File: src/pcf_cfg.svh
// Constants for the pack configuration and status flag block
// Summary of operation
// Hold 16-bit pack configuration word, two bytes
// Reserve compensation enable, resets to zero
// ADC ground select: clear main, set alternate
// Wake range and sense selects default 0/0/1
// Resistance step enable, default set
// Sleep permit bit; clear means never sleep
// Load remaining from full on termination
// Shutdown pin pull-up makes pin push-pull
// Shutdown polarity: clear low, set high
// Shutdown feature enable, default set
// Temperature source: set external, clear internal
// Charge over-temperature set with hold, recovery clear
// Discharge over-temperature set with hold, recovery clear
// Zero hold time disables that check
// Termination: taper current twice, capacity, voltage
// Alarm level -1: terminate on taper
// Full level -1: full only on taper
// Inhibit flag outside window, clears with hysteresis
// Suspend flag outside window, clears inside inhibit
// Host keeps inhibit window inside suspend window
// Normal, sleep, hibernate modes; wake on activity
// Sleep when permitted and current below level
// Wake event on sense threshold breach; 00 disables
// Shutdown state only in hibernate with enable
// Flags re-evaluated per measurement set, atomically
`ifndef PCF_CFG_SVH
`define PCF_CFG_SVH
`define PCF_CFG_RESET        16'h0177
`define PCF_B_RESERVE_COMP_ENABLE         15
`define PCF_B_ADC_GROUND_SELECT         11
`define PCF_B_WAKE_RANGE     10
`define PCF_B_RSNS_HI        9
`define PCF_B_RSNS_LO        8
`define PCF_B_RA_STEP        6
`define PCF_B_SLEEP          5
`define PCF_B_REMCAP_FROM_FULLCAP          4
`define PCF_B_PULLUP         3
`define PCF_B_POL            2
`define PCF_B_SD_EN          1
`define PCF_B_EXTERNAL_THERMISTOR_SELECT          0
`define PCF_TAPER_WINDOWS    2'h2
`define PCF_MIN_DCAP         16'h0019
`define PCF_LEVEL_OFF        16'hFFFF
`define PCF_FLAG_W           8
`define PCF_F_OTC            0
`define PCF_F_OTD            1
`define PCF_F_INH            2
`define PCF_F_SUSP           3
`define PCF_F_CHG            4
`define PCF_F_TERM           5
`define PCF_F_FULL           6
`endif

File: src/pcf_pkg.sv
// Types for the pack configuration and status flag block
package pcf_pkg;
	typedef enum logic [1:0] {PM_NORMAL, PM_SLEEP, PM_HIBERNATE} pcf_mode_t;
	typedef struct packed {
		logic signed [15:0] temp;
		logic signed [15:0] avg_cur;
		logic        [15:0] volt;
		logic        [15:0] dcap;
	} pcf_meas_t;
	typedef struct packed {
		logic signed [15:0] charge_heat_limit;
		logic signed [15:0] charge_heat_limit_rec;
		logic        [7:0]  charge_heat_limit_time;
		logic signed [15:0] discharge_heat_limit;
		logic signed [15:0] discharge_heat_limit_rec;
		logic        [7:0]  discharge_heat_limit_time;
		logic signed [15:0] chg_thr;
		logic signed [15:0] dsg_thr;
		logic signed [15:0] inh_lo;
		logic signed [15:0] inh_hi;
		logic signed [15:0] sus_lo;
		logic signed [15:0] sus_hi;
		logic signed [15:0] hys;
		logic signed [15:0] taper_cur;
		logic        [15:0] chg_volt;
		logic        [15:0] taper_volt;
		logic signed [15:0] terminate_alarm_set_level;
		logic signed [15:0] full_charge_set_level;
		logic        [15:0] rsoc;
		logic        [15:0] sleep_cur;
	} pcf_thr_t;
endpackage

File: src/pcf_top.sv
// Pack configuration decode, status flags and power mode logic
`timescale 1ns/1ps
`include "pcf_cfg.svh"
module pcf_top (
	input  wire logic              CLK,
	input  wire logic              RST_N,
	input  wire logic              CFG_WE,
	input  wire logic [15:0]       CFG_WDATA,
	output logic      [15:0]       CFG_RDATA,
	input  wire logic              MEAS_VALID,
	input  wire pcf_pkg::pcf_meas_t MEAS,
	input  wire pcf_pkg::pcf_thr_t THR,
	input  wire logic              COMM_ACT,
	input  wire logic              IO_ACT,
	input  wire logic              HIB_REQ,
	input  wire logic              SET_SHUTDOWN,
	input  wire logic              CLEAR_SHUTDOWN,
	input  wire logic              SENSE_POS_TRIP,
	input  wire logic              SENSE_NEG_TRIP,
	output logic [`PCF_FLAG_W-1:0] FLAGS,
	output pcf_pkg::pcf_mode_t     MODE,
	output logic                   WAKE_EVENT,
	output logic                   RESERVE_COMP_ENABLE_EN,
	output logic                   ADC_GND_ALT,
	output logic [2:0]             WAKE_SEL,
	output logic                   RA_STEP_EN,
	output logic                   REMCAP_LOAD,
	output logic                   EXT_TEMP_SEL,
	output logic                   SHUTDOWN_EN,
	output logic                   SD_PIN_OUT,
	output logic                   SD_PIN_OE_N
);
	logic [15:0]            cfg_r;
	logic [15:0]            cfg_nxt;
	logic [`PCF_FLAG_W-1:0] flags_r;
	logic [`PCF_FLAG_W-1:0] flags_nxt;
	pcf_pkg::pcf_mode_t     mode_r;
	pcf_pkg::pcf_mode_t     mode_nxt;
	logic                   sd_en_r;
	logic [1:0]             taper_cnt_r;
	logic                   pullup_r;
	logic                   pullup_taken_r;
	logic                   wake_r;
	logic                   remcap_r;
	logic                   otc_cond;
	logic                   otd_cond;
	logic                   otc_met;
	logic                   otd_met;
	logic                   taper_ok;
	logic                   taper_done;
	logic                   in_inh_band;
	logic                   sd_active;
	logic                   sense_on;

	// Configuration word write path, whole 16-bit word in one write
	always_comb begin
		cfg_nxt = cfg_r;
		if (CFG_WE) begin
			cfg_nxt = CFG_WDATA;
		end
	end

	// Nonvolatile-style configuration storage with documented defaults
	always_ff @(posedge CLK or negedge RST_N) begin
		if (!RST_N) begin
			cfg_r <= `PCF_CFG_RESET;
		end else begin
			cfg_r <= cfg_nxt;
		end
	end

	// Pull-up setting is adopted once, at the first edge after reset release; later writes wait for reset
	always_ff @(posedge CLK or negedge RST_N) begin
		if (!RST_N) begin
			pullup_r       <= 1'b0;
			pullup_taken_r <= 1'b0;
		end else if (!pullup_taken_r) begin
			pullup_r       <= cfg_r[`PCF_B_PULLUP];
			pullup_taken_r <= 1'b1;
		end
	end

	// Shutdown feature status, set by enable bit or command
	always_ff @(posedge CLK or negedge RST_N) begin
		if (!RST_N) begin
			sd_en_r <= 1'b1;
		end else if (SET_SHUTDOWN || (CFG_WE && CFG_WDATA[`PCF_B_SD_EN])) begin
			sd_en_r <= 1'b1;
		end else if (CLEAR_SHUTDOWN || (CFG_WE && !CFG_WDATA[`PCF_B_SD_EN])) begin
			sd_en_r <= 1'b0;
		end
	end

	// Over-temperature conditions
	assign otc_cond = (MEAS.temp >= THR.charge_heat_limit) && (MEAS.avg_cur > THR.chg_thr);
	assign otd_cond = (MEAS.temp >= THR.discharge_heat_limit) && (MEAS.avg_cur <= -THR.dsg_thr);

	pcf_hold u_hold_chg (
		.CLK   (CLK),
		.RST_N (RST_N),
		.tick  (MEAS_VALID),
		.cond  (otc_cond),
		.hold  (THR.charge_heat_limit_time),
		.met   (otc_met)
	);

	pcf_hold u_hold_dsg (
		.CLK   (CLK),
		.RST_N (RST_N),
		.tick  (MEAS_VALID),
		.cond  (otd_cond),
		.hold  (THR.discharge_heat_limit_time),
		.met   (otd_met)
	);

	// Taper qualification for one window
	assign taper_ok = (MEAS.avg_cur < THR.taper_cur) && (MEAS.dcap > `PCF_MIN_DCAP) &&
		({1'b0, MEAS.volt} > ({1'b0, THR.chg_volt} - {1'b0, THR.taper_volt}));

	// Consecutive taper windows
	always_ff @(posedge CLK or negedge RST_N) begin
		if (!RST_N) begin
			taper_cnt_r <= 2'h0;
		end else if (MEAS_VALID) begin
			if (!taper_ok) begin
				taper_cnt_r <= 2'h0;
			end else if (taper_cnt_r != `PCF_TAPER_WINDOWS) begin
				taper_cnt_r <= taper_cnt_r + 2'h1;
			end
		end
	end

	assign taper_done = taper_ok && (taper_cnt_r + 2'h1 >= `PCF_TAPER_WINDOWS);
	assign in_inh_band = (MEAS.temp >= THR.inh_lo + THR.hys) && (MEAS.temp <= THR.inh_hi - THR.hys);

	// Next flag word, built whole from one measurement set
	always_comb begin
		flags_nxt = flags_r;
		if (otc_met) begin
			flags_nxt[`PCF_F_OTC] = 1'b1;
		end else if (MEAS.temp <= THR.charge_heat_limit_rec || THR.charge_heat_limit_time == 8'h00) begin
			flags_nxt[`PCF_F_OTC] = 1'b0;
		end
		if (otd_met) begin
			flags_nxt[`PCF_F_OTD] = 1'b1;
		end else if (MEAS.temp <= THR.discharge_heat_limit_rec || THR.discharge_heat_limit_time == 8'h00) begin
			flags_nxt[`PCF_F_OTD] = 1'b0;
		end
		if (MEAS.temp < THR.inh_lo || MEAS.temp > THR.inh_hi) begin
			flags_nxt[`PCF_F_INH] = 1'b1;
		end else if (in_inh_band) begin
			flags_nxt[`PCF_F_INH] = 1'b0;
		end
		if (MEAS.temp < THR.sus_lo || MEAS.temp > THR.sus_hi) begin
			flags_nxt[`PCF_F_SUSP] = 1'b1;
		end else if (in_inh_band) begin
			flags_nxt[`PCF_F_SUSP] = 1'b0;
		end
		if (taper_done) begin
			flags_nxt[`PCF_F_CHG] = 1'b0;
		end else if (MEAS.avg_cur > THR.chg_thr) begin
			flags_nxt[`PCF_F_CHG] = 1'b1;
		end
		if (THR.terminate_alarm_set_level == `PCF_LEVEL_OFF) begin
			flags_nxt[`PCF_F_TERM] = taper_done || (flags_r[`PCF_F_TERM] && !(MEAS.avg_cur > THR.chg_thr));
		end else begin
			flags_nxt[`PCF_F_TERM] = taper_done || (THR.rsoc >= THR.terminate_alarm_set_level);
		end
		if (THR.full_charge_set_level == `PCF_LEVEL_OFF) begin
			flags_nxt[`PCF_F_FULL] = taper_done || (flags_r[`PCF_F_FULL] && !(MEAS.avg_cur > THR.chg_thr));
		end else begin
			flags_nxt[`PCF_F_FULL] = taper_done || (THR.rsoc >= THR.full_charge_set_level);
		end
		flags_nxt[`PCF_FLAG_W-1] = 1'b0;
	end

	// Flags register, updated only when a measurement set lands
	always_ff @(posedge CLK or negedge RST_N) begin
		if (!RST_N) begin
			flags_r <= {`PCF_FLAG_W{1'b0}};
		end else if (MEAS_VALID) begin
			flags_r <= flags_nxt;
		end
	end

	// Remaining-capacity reload pulse on valid termination
	always_ff @(posedge CLK or negedge RST_N) begin
		if (!RST_N) begin
			remcap_r <= 1'b0;
		end else begin
			remcap_r <= MEAS_VALID && taper_done && cfg_r[`PCF_B_REMCAP_FROM_FULLCAP];
		end
	end

	// Wake comparator, disabled when both sense selects are clear
	assign sense_on = cfg_r[`PCF_B_RSNS_HI] || cfg_r[`PCF_B_RSNS_LO];
	always_ff @(posedge CLK or negedge RST_N) begin
		if (!RST_N) begin
			wake_r <= 1'b0;
		end else begin
			wake_r <= sense_on && (SENSE_POS_TRIP || SENSE_NEG_TRIP);
		end
	end

	// Power mode selection
	always_comb begin
		mode_nxt = mode_r;
		case (mode_r)
			pcf_pkg::PM_NORMAL: begin
				if (HIB_REQ) begin
					mode_nxt = pcf_pkg::PM_HIBERNATE;
				end else if (cfg_r[`PCF_B_SLEEP] && MEAS.avg_cur < THR.sleep_cur) begin
					mode_nxt = pcf_pkg::PM_SLEEP;
				end
			end
			pcf_pkg::PM_SLEEP: begin
				if (!cfg_r[`PCF_B_SLEEP] || !(MEAS.avg_cur < THR.sleep_cur) || wake_r) begin
					mode_nxt = pcf_pkg::PM_NORMAL;
				end else if (HIB_REQ) begin
					mode_nxt = pcf_pkg::PM_HIBERNATE;
				end
			end
			pcf_pkg::PM_HIBERNATE: begin
				if (COMM_ACT || IO_ACT) begin
					mode_nxt = pcf_pkg::PM_NORMAL;
				end
			end
			default: begin
				mode_nxt = pcf_pkg::PM_NORMAL;
			end
		endcase
	end

	// Power mode register
	always_ff @(posedge CLK or negedge RST_N) begin
		if (!RST_N) begin
			mode_r <= pcf_pkg::PM_NORMAL;
		end else begin
			mode_r <= mode_nxt;
		end
	end

	assign sd_active = (mode_r == pcf_pkg::PM_HIBERNATE) && sd_en_r;

	// Shutdown pin drive: level and enable from pull-up and polarity
	always_ff @(posedge CLK or negedge RST_N) begin
		if (!RST_N) begin
			SD_PIN_OUT  <= 1'b0;
			SD_PIN_OE_N <= 1'b1;
		end else if (sd_active) begin
			SD_PIN_OUT  <= cfg_r[`PCF_B_POL];
			SD_PIN_OE_N <= cfg_r[`PCF_B_POL] && !pullup_r;
		end else begin
			SD_PIN_OUT  <= !cfg_r[`PCF_B_POL];
			SD_PIN_OE_N <= !(pullup_r || cfg_r[`PCF_B_POL]);
		end
	end

	// Registered copies of decoded configuration and status
	always_ff @(posedge CLK or negedge RST_N) begin
		if (!RST_N) begin
			CFG_RDATA    <= `PCF_CFG_RESET;
			FLAGS        <= {`PCF_FLAG_W{1'b0}};
			MODE         <= pcf_pkg::PM_NORMAL;
			WAKE_EVENT   <= 1'b0;
			RESERVE_COMP_ENABLE_EN    <= 1'b0;
			ADC_GND_ALT  <= 1'b0;
			WAKE_SEL     <= 3'h1;
			RA_STEP_EN   <= 1'b1;
			REMCAP_LOAD  <= 1'b0;
			EXT_TEMP_SEL <= 1'b1;
			SHUTDOWN_EN  <= 1'b1;
		end else begin
			CFG_RDATA    <= cfg_r;
			FLAGS        <= flags_r;
			MODE         <= mode_r;
			WAKE_EVENT   <= wake_r;
			RESERVE_COMP_ENABLE_EN    <= cfg_r[`PCF_B_RESERVE_COMP_ENABLE];
			ADC_GND_ALT  <= cfg_r[`PCF_B_ADC_GROUND_SELECT];
			WAKE_SEL     <= {cfg_r[`PCF_B_WAKE_RANGE], cfg_r[`PCF_B_RSNS_HI], cfg_r[`PCF_B_RSNS_LO]};
			RA_STEP_EN   <= cfg_r[`PCF_B_RA_STEP];
			REMCAP_LOAD  <= remcap_r;
			EXT_TEMP_SEL <= cfg_r[`PCF_B_EXTERNAL_THERMISTOR_SELECT];
			SHUTDOWN_EN  <= sd_en_r;
		end
	end
endmodule

File: src/pcf_hold.sv
// Hold-time counter for one over-temperature check
`timescale 1ns/1ps
module pcf_hold (
	input  wire logic       CLK,
	input  wire logic       RST_N,
	input  wire logic       tick,
	input  wire logic       cond,
	input  wire logic [7:0] hold,
	output logic            met
);
	logic [7:0] cnt_r;

	// Count measurement sets in which the condition holds; zero hold never fires
	always_ff @(posedge CLK or negedge RST_N) begin
		if (!RST_N) begin
			cnt_r <= 8'h00;
		end else if (tick) begin
			if (!cond || hold == 8'h00) begin
				cnt_r <= 8'h00;
			end else if (cnt_r != 8'hFF) begin
				cnt_r <= cnt_r + 8'h01;
			end
		end
	end

	// Compare against hold minus one so the match comes in the set that completes the hold count
	assign met = (hold != 8'h00) && cond && (cnt_r >= hold - 8'h01);
endmodule

File: config.mk
export PLATFORM = sky130hd
export DESIGN_NAME = pcf_top
export DESIGN_NICKNAME = d
export VERILOG_FILES = /design/src/pcf_pkg.sv /design/src/pcf_top.sv /design/src/pcf_hold.sv
export VERILOG_INCLUDE_DIRS = /design/src
export SDC_FILE = /design/constraint.sdc
export NUM_CORES = 1
export LEC_CHECK = 0
export BUFFER_PORTS_ARGS = -buffer_cell sky130_fd_sc_hd__buf_2
export CAP_MARGIN = 5
export CORE_UTILIZATION = 30
export CTS_CLUSTER_SIZE = 20
export DETAILED_ROUTE_END_ITERATION = 7
export PLACE_DENSITY = 0.5
export SLEW_MARGIN = 20
export SYNTH_ARGS = -nofsm -noshare
export SYNTH_HDL_FRONTEND = slang
export SYNTH_SLANG_ARGS = --single-unit
File: constraint.sdc
create_clock -name CLK -period 6.7 [get_ports CLK]
set_clock_uncertainty 0.1 [all_clocks]
set_input_delay 1.34 -clock CLK [delete_from_list [all_inputs] [get_ports CLK]]
set_output_delay 1.34 -clock CLK [all_outputs]
set_load 0.02 [all_outputs]
==> impl_metrics.tcl <==
set metrics [dict create \
    die_area_um2 41700 \
    drc 0 \
    cts_resized 0 \
    grt_pass1_vias 12600 \
    synth_seq_cells 78 \
    regArea_um2 1970 \
    cts_tree "built" \
    finalSetupViolations 0 \
    ys.flop_type "dfrtp_1" \
    hp-class "reg -> reg" \
    synth-compound-area-share_pct 18.6 \
    worst_pin_slew_ns 0.867 \
    finalSetupTns_ns 0 \
    grt_max_degree 79 \
    final_nets 2655 \
    cp-endpoint "flags_r[2]" \
    fillers 4224 \
    clk_pin_slew_worst_paths_ns 0.07 \
    multi_input_area_um2 9210 \
    hp-start "remcap_r" \
    synthAdderAreaFrac_pct 34.9 \
    dr_total_vias 12200 \
    critPathKind "in -> reg" \
    internal_power_mw 1.30 \
    htreeDepth 3 \
    peakVddDrop_mv 0.111 \
    fin_area_um2 15400 \
    max_freq_mhz 184 \
    yosysUniqueCellTypes 76 \
    drv_slew 0 \
    r2r_start "u_hold_dsg.cnt_r[0]" \
    cap_viol_max_count 0 \
    syn2layout_area_growth_pct 25.1 \
    wl_per_cell_um 16.8 \
    drtAntennaViolNets 0 \
    synth_top_family_by_area "adder cells" \
    dp.cells 2433 \
    routed_wl_um 41300 \
    maxSlewHeadroom_pct 40.7 \
    cts.sinks 78 \
    dp_slack_ns 0.896 \
    fin_crit_sh_pct 81.0 \
    grtUsageTotal_pct 19.8 \
    syn_area_um2 12300 \
    crit_required_ns 6.84 \
    status "finished, final reports clean" \
    yosysSeqAreaShare_pct 16.1 \
    die_x_um 204 \
    io_pins 433 \
    drive_gt1_share_pct 25.9 \
    place.gp.congestion 0.892 \
    avgSynthCellArea_um2 8.25 \
    ys.warnings.count 0 \
    start_util_pct 30.6 \
    grt_antenna_before_repair 11 \
    rsz0062_at_grt "no" \
    reg2reg_slack_ns 4.21 \
    synth_xor_area_share_pct 5.63 \
    finalWorstSetupSlack_ns 1.27 \
    p_sw_share_pct 38.9 \
    p_comb_share_pct 48.2 \
    post_cts_buffers 0 \
    drt-pass1-iter-count 5 \
    p_leak_nw 8.64 \
    async_flop_share_pct 100 \
    powerDensity_nw_per_um2 139 \
    io_buffer_count 430 \
    syn_nets 2224 \
    end_kind "flop" \
    start_kind "input pin" \
    final-instance-count-excl-fill 2457 \
    switching_power_mw 0.828 \
    clk_latency_ns 0.34 \
    p_clk_share_pct 24.4 \
    hold_viol 0 \
    coreArea_um2 40100 \
    post-route-min-period_ns 5.43 \
    startpoint "THR[114]" \
    cts.path.max_buffers 2 \
    hold_buffers 0 \
    syn_inst 1488 \
    cts-root-buf "clkbuf_16" \
    r2r_end "u_hold_dsg.cnt_r[7]" \
    crit_path_max_fanout 4 \
    rows 73 \
    cts_made_buffers 9 \
    synth-edff-count 0 \
    drt_iter0_markers 386 \
    vias_per_cell 4.96 \
    grt-ovfl-total 0 \
    postPlaceCellArea_um2 15000 \
    rr_worst_depth 9 \
    dpl.hpwl_um 36500 \
    grt_pass1_wl_um 64300 \
    die_h_um 204 \
    power_frac_seq_pct 27.4 \
    synth-simple-area-share_pct 14.1 \
    muxShareOfSynthArea_pct 1.64 \
    arrival_ns 5.57 \
]
==> metrics by stage <==
stage	power [mW]	hold slack (ns)	utilization, %
6_report	2.13	0.247	38.3
3_3_place_gp	1.61	0.237	37.5
4_1_cts	2.17	0.252	38.3
3_5_place_dp	1.63	0.236	37.5
5_1_grt	2.33	0.252	38.3
2_1_floorplan	1.23	0.231	-
==> cell usage in the layout, fill, tap and decap left out, types with 4 or more instances in the layout <==
master	n
a221oi_1	4
a211oi_1	15
clkbuf_16	9
a2111oi_0	9
nor3_1	25
inv_1	272
a21o_1	52
and3_1	9
o211ai_1	11
dfstp_2	17
a211o_1	4
diode_2	8
nand2_1	60
or2_2	5
a221o_1	4
nand3_1	29
ha_1	338
a31oi_1	8
o21ai_0	66
nor2b_1	21
o22ai_1	4
o21a_1	15
dfrtp_1	61
nor2_1	82
nand4_1	55
or4_1	7
nand2b_1	17
mux2_2	17
xnor2_1	27
xor2_1	52
o31ai_1	4
buf_2	429
nor4_1	7
nand3b_1	4
a21oi_1	107
o211a_1	4
o31a_1	4
==> logic make-up (layout without fill, tap and decap cells) <==
family / after synthesis / count (layout)
AOI/OAI and AO/OA: 350 / 350
xor gates and xnor gates: 79 / 79
adders and majority gates: 341 / 341
buffers and inverters: 284 / 720
DFF: 78 / 78
muxes: 18 / 18
other: 2 / 10
and+or+nand+nor: 336 / 336
==> layer usage <==
| metal | track usage [%] | vias up | wire length (um) |
|---|---|---|---|
| li1 | - | 6180 | - |
| met1 | 22.8 | 5623 | 17100 |
| met2 | 37.5 | 326 | 21100 |
| met3 | 3.70 | 44 | 2500 |
| met4 | 4.00 | 6 | 615 |
| met5 | 0 | - | 37 |
==> registers in the layout, summed over array words and instances, names as in the netlist, 2 cells and up <==
signal            flops
mode_r                2
MODE                  2
WAKE_SEL              2
u_hold_chg.cnt_r      8
FLAGS                 7
flags_r               7
cfg_r                16
u_hold_dsg.cnt_r      8
CFG_RDATA            14
taper_cnt_r           2
==> synthesized netlist by cell type, types with 25 or more instances <==
library cell	instances	area, um2
dfrtp_1	61	1530
inv_1	272	1020
nand3_1	29	145
ha_1	338	4230
nor2_1	82	308
a21oi_1	107	536
xor2_1	52	455
nand4_1	55	344
a21o_1	52	390
nor3_1	25	125
nand2_1	60	225
o21ai_0	66	330
xnor2_1	27	236
==> how the worst min path moves through the flow <==
stage	to	slack (ns)	depth (start not counted)
2_1_floorplan	REMCAP_LOAD	0.23	0
3_3_place_gp	REMCAP_LOAD	0.24	0
3_5_place_dp	REMCAP_LOAD	0.24	0
4_1_cts	REMCAP_LOAD	0.25	0
5_1_grt	REMCAP_LOAD	0.25	0
6_report	REMCAP_LOAD	0.25	0
==> critical path, cell delays in order <==
cell	delay [ns]
buf_2	0.10
inv_1	0.05
ha_1	0.34
nor2b_1	0.16
o31a_1	0.24
or2_2	0.30
a41o_1	0.32
a211o_1	0.28
a21oi_1	0.17
xor2_1	0.17
ha_1	0.26
and3_1	0.18
a221oi_1	0.28
nor2b_1	0.08
o21ai_0	0.23
nand3_1	0.11
a2111oi_0	0.37
o21ai_0	0.22
a221o_1	0.37
==> cell type report <==
class,count,share of cell area [%]
clock buffers,9,1.47
inverters,272,6.64
flip-flops and latches,78,12.8
clock inverters,7,0.570
multi-input cells,1126,59.9
diodes,8,0.130
well taps,525,4.27
repair buffers,432,14.1
==> power groups by stage <==
stage | clock (mW) | sequential [mW] | combinational, mW
finish | 0.520 | 0.585 | 1.03
global route | 0.556 | 0.594 | 1.18
CTS | 0.541 | 0.586 | 1.04
detailed placement | 0 | 0.594 | 1.03
global placement | 0 | 0.592 | 1.02
floorplan | 0 | 0.616 | 0.618
Power figures use the tool's default switching activity.
